File: src/pdhs_regs.vh
// Constants of the power-down and hibernate sequencer.
// Assumes a 10 MHz core clock; included by pdhs_top.v only, not by pdhs_sync.v.
`ifndef PDHS_REGS_VH
`define PDHS_REGS_VH

// ------------------------------------------------------------
// Clock and time base
// ------------------------------------------------------------
`define PDHS_CLK_HZ 10000000
`define PDHS_MS_PER_S 1000
`define PDHS_PRESC_W 14
// Pin idle levels after reset: button released, hold and low-power low
`define PDHS_PIN_RST 3'h4

// ------------------------------------------------------------
// Register map
// ------------------------------------------------------------
`define PDHS_SYS_STATUS_OFS 8'h04
`define PDHS_SYS_STATUS_RST 8'h00
`define PDHS_LONG_PRESS_BIT 5

// ------------------------------------------------------------
// Press timeout, milliseconds (select 00..11)
// ------------------------------------------------------------
`define PDHS_PRESS_W 15
`define PDHS_PRESS_MS_0 15'h07d0
`define PDHS_PRESS_MS_1 15'h0fa0
`define PDHS_PRESS_MS_2 15'h1f40
`define PDHS_PRESS_MS_3 15'h3e80

// ------------------------------------------------------------
// Grace period, milliseconds (select 00..11)
// ------------------------------------------------------------
`define PDHS_GRACE_W 15
`define PDHS_GRACE_MS_0 15'h0064
`define PDHS_GRACE_MS_1 15'h01f4
`define PDHS_GRACE_MS_2 15'h03e8
`define PDHS_GRACE_MS_3 15'h07d0

`endif

File: src/pdhs_top.v
// Power-down, long-press and hibernate control of the power manager.
// Assumes a start-up engine that ramps rails and reports completion,
// and a host that reads the system status byte through a read strobe.
//
// Summary of operation
// - Host drops power hold, low-power low: shutdown
// - Long press plus ignored grace: self shutdown
// - Shutdown: reset low first, then rails off
// - Channel off enables its discharge if allowed
// - Full press timeout: interrupt low, flag set
// - Long-press interrupt cannot be masked
// - Status read returns flag and clears it
// - Clearing read releases interrupt, resets both timers
// - Grace expiry without read: go off
// - Read while still pressed restarts the press timer
// - Press timeout selectable 2, 4, 8, 16 s
// - Press select 00..11 maps 2..16 s
// - Grace period selectable 0.1, 0.5, 1, 2 s
// - Grace select 00..11 maps 0.1..2 s
// - Held button never restarts after host shutdown
// - Restart needs button release then new press
// - Hibernate keeps hibernate rails, drops others
// - Low-power falling in hibernate: go off
// - Power hold rising in hibernate: start-up
// - Low-power may fall any time after hold
// - Hibernate rail with sequence include stays on
// - Hibernate rail without include drops at start
// - Kept rail may go forced-PWM at reset release
`timescale 1ns/10ps
`include "pdhs_regs.vh"
module pdhs_top #(
  parameter NCH = 6,
  parameter MS_CYCLES = `PDHS_CLK_HZ / `PDHS_MS_PER_S
) (
  input wire core_clk_in,
  input wire rst_n_in,
  input wire power_hold_in,
  input wire low_power_request_in,
  input wire start_button_n_in,
  input wire [1:0] press_timeout_sel_in,
  input wire [1:0] press_grace_sel_in,
  input wire [NCH-1:0] discharge_enable_in,
  input wire [NCH-1:0] sequence_include_in,
  input wire [NCH-1:0] hibernate_on_in,
  input wire [NCH-1:0] startup_rails_in,
  input wire [NCH-1:0] run_rails_in,
  input wire startup_done_in,
  input wire startup_abort_in,
  input wire status_rd_in,
  input wire [7:0] status_addr_in,
  output reg [7:0] status_rd_data_out,
  output reg system_reset_out_n,
  output reg interrupt_out_n,
  output reg start_echo_out_n,
  output reg startup_request_out,
  output reg [NCH-1:0] channel_enable_out,
  output reg [NCH-1:0] discharge_on_out,
  output reg forced_pwm_allow_out,
  output reg [4:0] state_out
);
  // ------------------------------------------------------------
  // States, one-hot
  // ------------------------------------------------------------
  localparam [4:0] ST_OFF = 5'h01;
  localparam [4:0] ST_START = 5'h02;
  localparam [4:0] ST_RUN = 5'h04;
  localparam [4:0] ST_DOWN = 5'h08;
  localparam [4:0] ST_HIB = 5'h10;

  // ------------------------------------------------------------
  // Time selections
  // ------------------------------------------------------------
  function [`PDHS_PRESS_W-1:0] press_ms;
    input [1:0] sel;
    begin
      case (sel)
        2'h0: press_ms = `PDHS_PRESS_MS_0;
        2'h1: press_ms = `PDHS_PRESS_MS_1;
        2'h2: press_ms = `PDHS_PRESS_MS_2;
        default: press_ms = `PDHS_PRESS_MS_3;
      endcase
    end
  endfunction

  function [`PDHS_GRACE_W-1:0] grace_ms;
    input [1:0] sel;
    begin
      case (sel)
        2'h0: grace_ms = `PDHS_GRACE_MS_0;
        2'h1: grace_ms = `PDHS_GRACE_MS_1;
        2'h2: grace_ms = `PDHS_GRACE_MS_2;
        default: grace_ms = `PDHS_GRACE_MS_3;
      endcase
    end
  endfunction

  // ------------------------------------------------------------
  // Pin synchronisation
  // ------------------------------------------------------------
  wire [2:0] pins_s;
  wire hold_s;
  wire lpr_s;
  wire btn_n_s;

  pdhs_sync #(
    .WIDTH(3),
    .RESET_VAL(`PDHS_PIN_RST)
  ) u_sync (
    .core_clk_in(core_clk_in),
    .rst_n_in(rst_n_in),
    .async_in({start_button_n_in, low_power_request_in, power_hold_in}),
    .sync_out(pins_s)
  );

  assign hold_s = pins_s[0];
  assign lpr_s = pins_s[1];
  assign btn_n_s = pins_s[2];

  // ------------------------------------------------------------
  // Registers
  // ------------------------------------------------------------
  reg [4:0] state_q;
  reg [4:0] state_d;
  reg hold_prev_q;
  reg lpr_prev_q;
  reg armed_q;
  reg flag_q;
  reg grace_run_q;
  reg [`PDHS_PRESC_W-1:0] presc_q;
  reg [`PDHS_PRESS_W-1:0] press_cnt_q;
  reg [`PDHS_GRACE_W-1:0] grace_cnt_q;
  reg [NCH-1:0] chan_d;
  reg down_to_hib_q;

  wire ms_tick;
  wire hold_rise;
  wire lpr_fall;
  wire rd_status;
  wire press_exp;
  wire grace_exp;
  wire host_down;

  assign ms_tick = (presc_q == MS_CYCLES[`PDHS_PRESC_W-1:0] - 1'b1);
  assign hold_rise = hold_s & ~hold_prev_q;
  assign lpr_fall = ~lpr_s & lpr_prev_q;
  assign rd_status = status_rd_in & (status_addr_in == `PDHS_SYS_STATUS_OFS);
  // Press timer only counts while the flag is clear, so re-arming needs a read
  assign press_exp = ms_tick & ~flag_q & ~btn_n_s &
    (press_cnt_q == press_ms(press_timeout_sel_in) - 1'b1);
  assign grace_exp = ms_tick & grace_run_q &
    (grace_cnt_q == grace_ms(press_grace_sel_in) - 1'b1);
  // Power hold low alone; the low-power level only picks hibernate or off
  assign host_down = ~hold_s;

  // ------------------------------------------------------------
  // Sequencing state machine
  // ------------------------------------------------------------
  always @* begin
    state_d = state_q;
    case (state_q)
      ST_OFF: begin
        // A low level left over from before shutdown is not a wake event
        if (hold_rise || (armed_q && !btn_n_s)) begin
          state_d = ST_START;
        end
      end
      ST_START: begin
        if (startup_abort_in) begin
          state_d = ST_OFF;
        end else if (startup_done_in && hold_s) begin
          state_d = ST_RUN;
        end
      end
      ST_RUN: begin
        if (host_down || grace_exp) begin
          state_d = ST_DOWN;
        end
      end
      ST_DOWN: begin
        state_d = down_to_hib_q ? ST_HIB : ST_OFF;
      end
      ST_HIB: begin
        if (hold_rise) begin
          state_d = ST_START;
        end else if (lpr_fall) begin
          state_d = ST_OFF;
        end
      end
      default: state_d = ST_OFF;
    endcase
  end

  // ------------------------------------------------------------
  // Channel enables
  // ------------------------------------------------------------
  always @* begin
    case (state_q)
      ST_START: begin
        // Kept rails bridge into the new sequence only with include set
        chan_d = (channel_enable_out & hibernate_on_in & sequence_include_in) |
          startup_rails_in;
      end
      ST_RUN: chan_d = run_rails_in;
      ST_HIB: begin
        // Rails without include drop on the very edge the new start-up begins
        chan_d = channel_enable_out & hibernate_on_in &
          ((state_d == ST_START) ? sequence_include_in : {NCH{1'b1}});
      end
      ST_DOWN: begin
        chan_d = down_to_hib_q ? (channel_enable_out & hibernate_on_in) :
          {NCH{1'b0}};
      end
      default: chan_d = {NCH{1'b0}};
    endcase
    if (state_d == ST_OFF) begin
      chan_d = {NCH{1'b0}};
    end
  end

  // ------------------------------------------------------------
  // Sequential logic
  // ------------------------------------------------------------
  always @(posedge core_clk_in or negedge rst_n_in) begin
    if (!rst_n_in) begin
      state_q <= ST_OFF;
      hold_prev_q <= 1'b0;
      lpr_prev_q <= 1'b0;
      armed_q <= 1'b0;
      flag_q <= 1'b0;
      grace_run_q <= 1'b0;
      presc_q <= {`PDHS_PRESC_W{1'b0}};
      press_cnt_q <= {`PDHS_PRESS_W{1'b0}};
      grace_cnt_q <= {`PDHS_GRACE_W{1'b0}};
      down_to_hib_q <= 1'b0;
      status_rd_data_out <= `PDHS_SYS_STATUS_RST;
      system_reset_out_n <= 1'b0;
      interrupt_out_n <= 1'b1;
      start_echo_out_n <= 1'b1;
      startup_request_out <= 1'b0;
      channel_enable_out <= {NCH{1'b0}};
      discharge_on_out <= {NCH{1'b0}};
      forced_pwm_allow_out <= 1'b0;
      state_out <= ST_OFF;
    end else begin
      state_q <= state_d;
      state_out <= state_d;
      hold_prev_q <= hold_s;
      lpr_prev_q <= lpr_s;
      start_echo_out_n <= btn_n_s;
      presc_q <= ms_tick ? {`PDHS_PRESC_W{1'b0}} : presc_q + 1'b1;
      startup_request_out <= (state_d == ST_START) && (state_q != ST_START);

      // Wake arming: only a release seen after the shutdown decision arms a button wake
      if (state_q == ST_START || state_d == ST_DOWN) begin
        armed_q <= 1'b0;
      end else if (btn_n_s) begin
        armed_q <= 1'b1;
      end

      // Hibernate or power-off is decided by low-power at the hold drop
      if (state_q == ST_RUN && state_d == ST_DOWN) begin
        down_to_hib_q <= lpr_s & hold_s == 1'b0 & ~grace_exp;
      end

      // Reset asserts on the same edge the shutdown is decided
      if (state_d != ST_RUN) begin
        system_reset_out_n <= 1'b0;
      end else begin
        system_reset_out_n <= 1'b1;
      end
      // Leaving light-load mode waits for reset release and low-power low
      forced_pwm_allow_out <= (state_d == ST_RUN) & ~lpr_s;

      channel_enable_out <= chan_d;
      discharge_on_out <= ~chan_d & discharge_enable_in &
        (channel_enable_out | discharge_on_out);

      // Press timer: continuous low only, cleared on release or read
      if (state_q != ST_RUN || btn_n_s || rd_status) begin
        press_cnt_q <= {`PDHS_PRESS_W{1'b0}};
      end else if (press_exp) begin
        press_cnt_q <= {`PDHS_PRESS_W{1'b0}};
      end else if (ms_tick && !flag_q) begin
        press_cnt_q <= press_cnt_q + 1'b1;
      end

      // Grace timer: starts at press expiry, stops on read
      if (press_exp && state_q == ST_RUN) begin
        grace_run_q <= 1'b1;
        grace_cnt_q <= {`PDHS_GRACE_W{1'b0}};
      end else if (rd_status || state_q != ST_RUN || grace_exp) begin
        grace_run_q <= 1'b0;
        grace_cnt_q <= {`PDHS_GRACE_W{1'b0}};
      end else if (ms_tick && grace_run_q) begin
        grace_cnt_q <= grace_cnt_q + 1'b1;
      end

      // Flag: a new expiry in the clearing cycle wins over the read
      if (press_exp && state_q == ST_RUN) begin
        flag_q <= 1'b1;
        interrupt_out_n <= 1'b0;
      end else if (rd_status || state_q != ST_RUN) begin
        flag_q <= 1'b0;
        interrupt_out_n <= 1'b1;
      end

      if (rd_status) begin
        status_rd_data_out <= `PDHS_SYS_STATUS_RST;
        status_rd_data_out[`PDHS_LONG_PRESS_BIT] <= flag_q;
      end
    end
  end
endmodule

File: src/pdhs_sync.v
// Two-flop synchroniser for the pin inputs of the sequencer.
// Assumes asynchronous pins and a single core clock.
`timescale 1ns/10ps
module pdhs_sync #(
  parameter WIDTH = 3,
  parameter [WIDTH-1:0] RESET_VAL = {WIDTH{1'b0}}
) (
  input wire core_clk_in,
  input wire rst_n_in,
  input wire [WIDTH-1:0] async_in,
  output reg [WIDTH-1:0] sync_out
);
  // ------------------------------------------------------------
  // Synchroniser stages
  // ------------------------------------------------------------
  reg [WIDTH-1:0] meta_q;

  // First stage feeds only the second one, to keep metastability contained
  always @(posedge core_clk_in or negedge rst_n_in) begin
    if (!rst_n_in) begin
      meta_q <= RESET_VAL;
      sync_out <= RESET_VAL;
    end else begin
      meta_q <= async_in;
      sync_out <= meta_q;
    end
  end
endmodule

File: config.mk
export PLATFORM = sky130hd
export DESIGN_NAME = pdhs_top
export DESIGN_NICKNAME = d
export VERILOG_FILES = /design/src/pdhs_top.v /design/src/pdhs_sync.v
export VERILOG_INCLUDE_DIRS = /design/src
export SDC_FILE = /design/constraint.sdc
export NUM_CORES = 1
export LEC_CHECK = 0
export ABC_AREA = 1
export BUFFER_PORTS_ARGS = -buffer_cell sky130_fd_sc_hd__buf_4
export CORE_ASPECT_RATIO = 0.9
export CORE_MARGIN = 2
export CORE_UTILIZATION = 46
export DETAILED_ROUTE_END_ITERATION = 7
export GPL_TIMING_DRIVEN = 0
export HOLD_SLACK_MARGIN = 0.1
export PLACE_DENSITY = 0.67
export SLEW_MARGIN = 40
export SYNTH_ARGS = -nofsm -noshare
export SYNTH_HDL_FRONTEND = slang
export SYNTH_SLANG_ARGS = --single-unit
File: constraint.sdc
create_clock -name core_clk_in -period 1.95 [get_ports core_clk_in]
set_input_delay 0.0975 -clock core_clk_in [delete_from_list [all_inputs] [get_ports core_clk_in]]
set_output_delay 0.0975 -clock core_clk_in [all_outputs]
set_load 0.02 [all_outputs]
==> run summary <==
share of the yosys chip area belonging to registers - 41.1%
fraction of power spent switching nets - 25.7%
number of standard-cell rows in the floorplan - 35
Routed WL - 11400 µm
highest-utilization routing layer at the global route stage - met2
Clock transition at path regs - 0.06 ns
number of antenna violations at the first check in global routing - 0
Sequential Area - 0.00199 mm²
via count of the routed design - 4569
most used standard cell by instance count after synthesis - sky130_fd_sc_hd__nand2_1
sum of negative setup slack - 0 ns
fill cell count - 932
critical setup path kind - reg2reg
combinational cell fraction of total power - 15.6%
required arrival time at the worst endpoint - 2.17 ns
max cap viols - 0
maximum buffer depth of the clock tree - 2
die area - 0.0113 mm²
clock latency reported for the late side of the worst-skew pair - 0.34 ns
largest voltage drop on the vdd net - 0.000648 V
sequential group share of total power - 41.2%
Clock Skew - 0.00957 ns
endpoints failing setup - 0
met3 Resource Use GR - 4.15%
count of final hold-check violations - 0
Boundary Pins - 80
Hold Path Class - in2reg
global-route wire length before repair - 19300 µm
Synth top area share - 38.4%
DRC violation count after routing - 0
main area contributors after synthesis - sky130_fd_sc_hd__dfrtp_1, sky130_fd_sc_hd__nand2_1, sky130_fd_sc_hd__nand3_1, sky130_fd_sc_hd__inv_1, sky130_fd_sc_hd__nor2_1
overall die width - 112 µm
final worst slack - 0.0562 ns
post-synth cell types - 41
TritonCTS clock tree - built
area of the mapped netlist - 0.00482 mm²
most instantiated flip-flop cell in the synthesis netlist - sky130_fd_sc_hd__dfrtp_1
Slew Limit Fails - 0
Post-synth EDFFs - 0
number of diodes - 0
Port-buffer cells - 72
area of the multi-input gates - 0.00248 mm²
final critical path time including I/O delays and setup - 1.89 ns
deepest level of the CTS H-tree - 3
cell type contributing the most total cell area after synthesis - sky130_fd_sc_hd__dfrtp_1
kind of end point of the critical path - flop
outcome - finished clean
Vias per Instance - 5.11
pin count of the biggest net entering global routing - 80
number of detailed-route iterations in the first pass - 5
minimum setup slack after placement - -0.265 ns
residual antenna-violating net count after detailed routing - 0
total global-route track usage - 20.8%
crit-path max FO - 7
area of the placeable core - 0.0102 mm²
Area Overhead vs Synth - 29.0%
vias in the first global route - 4235
number of standard cells after synthesis - 648
Post-synth ARST share - 100%
residual overflow from global routing - 0
Max-Slew Margin vs Limit - 52.0%
global-route met2 utilization - 34.7%
launching element type of the critical path - flop
final worst path period share - 97.1%
cell internal power dissipation - 3.18 mW
initial drt markers - 179
Post-synth top cells - sky130_fd_sc_hd__nand2_1, sky130_fd_sc_hd__inv_1, sky130_fd_sc_hd__dfrtp_1, sky130_fd_sc_hd__nor2_1, sky130_fd_sc_hd__nand3_1
RSZ-0062 raised after global routing - true
global placer's final weighted congestion - 0.855
clock share of power - 43.2%
clock buffers created by TritonCTS - 9
flop2flop setup slack - 0.06 ns
flip-flop and latch count after synthesis - 79
half-perimeter wire length after placement - 8270 µm
chip height - 101 µm
global-route track usage on met1 - 27.6%
net switching power - 1.10 mW
clk root buf - sky130_fd_sc_hd__clkbuf_16
Worst-Margin Slew - 0.720 ns
CTS sink count - 79
Worst Path Arrival - 2.11 ns
initial core utilization - 47.2%
WL per Instance - 12.8 µm
Ys Warns - 0
synthesized area divided by synthesized cell count - 7.44 µm²
Pwr Density - 689 mW/mm²
timing-limited maximum frequency - 0.528 GHz
share of cells above drive strength 1 - 21.6%
Leak Pwr - 3.11 nW
Final nets - 821
per-layer routing:
layer	wire length, µm	vias up
li1	-	2282
met1	5310	2167
met2	5430	110
met3	544	10
met4	128	0
met5	0	-
path summary, 6_finish.rpt:
| check | from | end | cells past startpoint |
|---|---|---|---|
| worst max-delay path | presc_q[0] | press_cnt_q[2] | 14 |
| worst min-delay path | run_rails_in[2] | discharge_on_out[2] | 4 |
| worst max register to register | presc_q[0] | press_cnt_q[2] | 14 |
| worst min register to register | u_sync.meta_q[1] | u_sync.sync_out[1] | 0 |
| max in group asynchronous | rst_n_in | state_q[4] | 2 |
| min in group asynchronous | rst_n_in | channel_enable_out[1] | 2 |
cells in the final DEF, fill, tap and decap left out, types with 5 or more instances in the layout:
cell / synthesis / layout
sky130_fd_sc_hd__nand2_1: 160 / 157
sky130_fd_sc_hd__inv_1: 90 / 89
sky130_fd_sc_hd__buf_4: 7 / 87
sky130_fd_sc_hd__nor2_1: 74 / 73
sky130_fd_sc_hd__dfrtp_1: 74 / 72
sky130_fd_sc_hd__nand3_1: 70 / 68
sky130_fd_sc_hd__xor2_1: 23 / 22
sky130_fd_sc_hd__o21ai_0: 19 / 19
sky130_fd_sc_hd__a21oi_1: 17 / 17
sky130_fd_sc_hd__nand4_1: 14 / 14
sky130_fd_sc_hd__nor3_1: 13 / 12
sky130_fd_sc_hd__dlygate4sd3_1: 0 / 11
sky130_fd_sc_hd__clkbuf_16: 0 / 10
sky130_fd_sc_hd__nor2_4: 7 / 8
sky130_fd_sc_hd__o21bai_1: 8 / 8
sky130_fd_sc_hd__ha_1: 11 / 8
sky130_fd_sc_hd__nand2_2: 6 / 7
sky130_fd_sc_hd__conb_1: 1 / 7
sky130_fd_sc_hd__nor2_2: 5 / 6
sky130_fd_sc_hd__a22oi_1: 6 / 6
sky130_fd_sc_hd__nand3b_1: 5 / 5
sky130_fd_sc_hd__dfstp_2: 5 / 5
cells by family after synthesis:
logic type      Yosys count  share of synthesized area [%]
compound gates           55                           6.67
buf+inv                 111                           9.76
fa+ha+maj                11                           2.86
flops                    79                           41.1
simple gates            367                           35.1
xor+xnor                 24                           4.36
other cells               1                         0.0778
power groups by stage:
| stage | registers, mW | logic (mW) | clock network, mW |
|---|---|---|---|
| global placement | 1.79 | 0.637 | 0 |
| finish | 1.77 | 0.668 | 1.85 |
| global route | 1.77 | 0.744 | 1.96 |
| floorplan | 1.83 | 0.345 | 0 |
| CTS | 1.76 | 0.667 | 1.90 |
| detailed placement | 1.79 | 0.646 | 0 |
what timing repair did:
item                                    4_1_cts  5_1_grt
endpoints found under the hold margin        84        0
buffers inserted                              0       10
resized for setup                             0       28
endpoints found under the setup margin        1       35
pin swaps                                     1       10
hold buffers                                 11        0
cloned                                        1        1
per-stage QoR:
stage / cell area [µm²] / instances / util [%] / total power [mW] / hold slack, ns
after global routing: 6220 / 894 / 60.9 / 4.48 / 0.132
after CTS: 6000 / 883 / 58.8 / 4.33 / 0.106
after global placement: 5540 / 855 / 54.3 / 2.43 / 0.209
after floorplan: 4840 / 654 / - / 2.18 / -0.198
final: 6220 / 894 / 60.9 / 4.28 / 0.114
after detailed placement: 5550 / 855 / 54.4 / 2.44 / 0.180
worst max-delay path, cell delays in order, from the launching register on:
cell,delay [ns]
sky130_fd_sc_hd__dfrtp_1,0.37
sky130_fd_sc_hd__ha_2,0.19
sky130_fd_sc_hd__nand2_2,0.07
sky130_fd_sc_hd__inv_4,0.07
sky130_fd_sc_hd__nand2_4,0.05
sky130_fd_sc_hd__nor2_4,0.12
sky130_fd_sc_hd__nand2_4,0.08
sky130_fd_sc_hd__nor2_8,0.15
sky130_fd_sc_hd__buf_12,0.13
sky130_fd_sc_hd__inv_6,0.04
sky130_fd_sc_hd__nand2_8,0.06
sky130_fd_sc_hd__buf_8,0.12
sky130_fd_sc_hd__clkinvlp_4,0.15
sky130_fd_sc_hd__nand2_2,0.11
sky130_fd_sc_hd__o31ai_2,0.06
state kept, by name, summed over array words and instances (netlist names):
signal and cells:
grace_run_q 1, flag_q 1, start_echo_out_n 1, lpr_prev_q 1, discharge_on_out 6, presc_q 14
startup_request_out 1, armed_q 1, channel_enable_out 6, interrupt_out_n 1, forced_pwm_allow_out 1, down_to_hib_q 1
press_cnt_q 15, grace_cnt_q 15, system_reset_out_n 1, state_q 5, u_sync.sync_out 3, u_sync.meta_q 3
status_rd_data_out 1, hold_prev_q 1
cell type report:
| class | count | area share [%] |
|---|---|---|
| clock buffers | 12 | 4.13 |
| flip-flops and latches | 79 | 31.9 |
| plain buffers | 12 | 1.49 |
| clock inverters | 4 | 1.23 |
| well taps | 129 | 2.60 |
| repair buffers | 94 | 12.3 |
| multi-input cells | 465 | 39.9 |
| inverters | 99 | 6.36 |
Power figures use the tool's default switching activity.
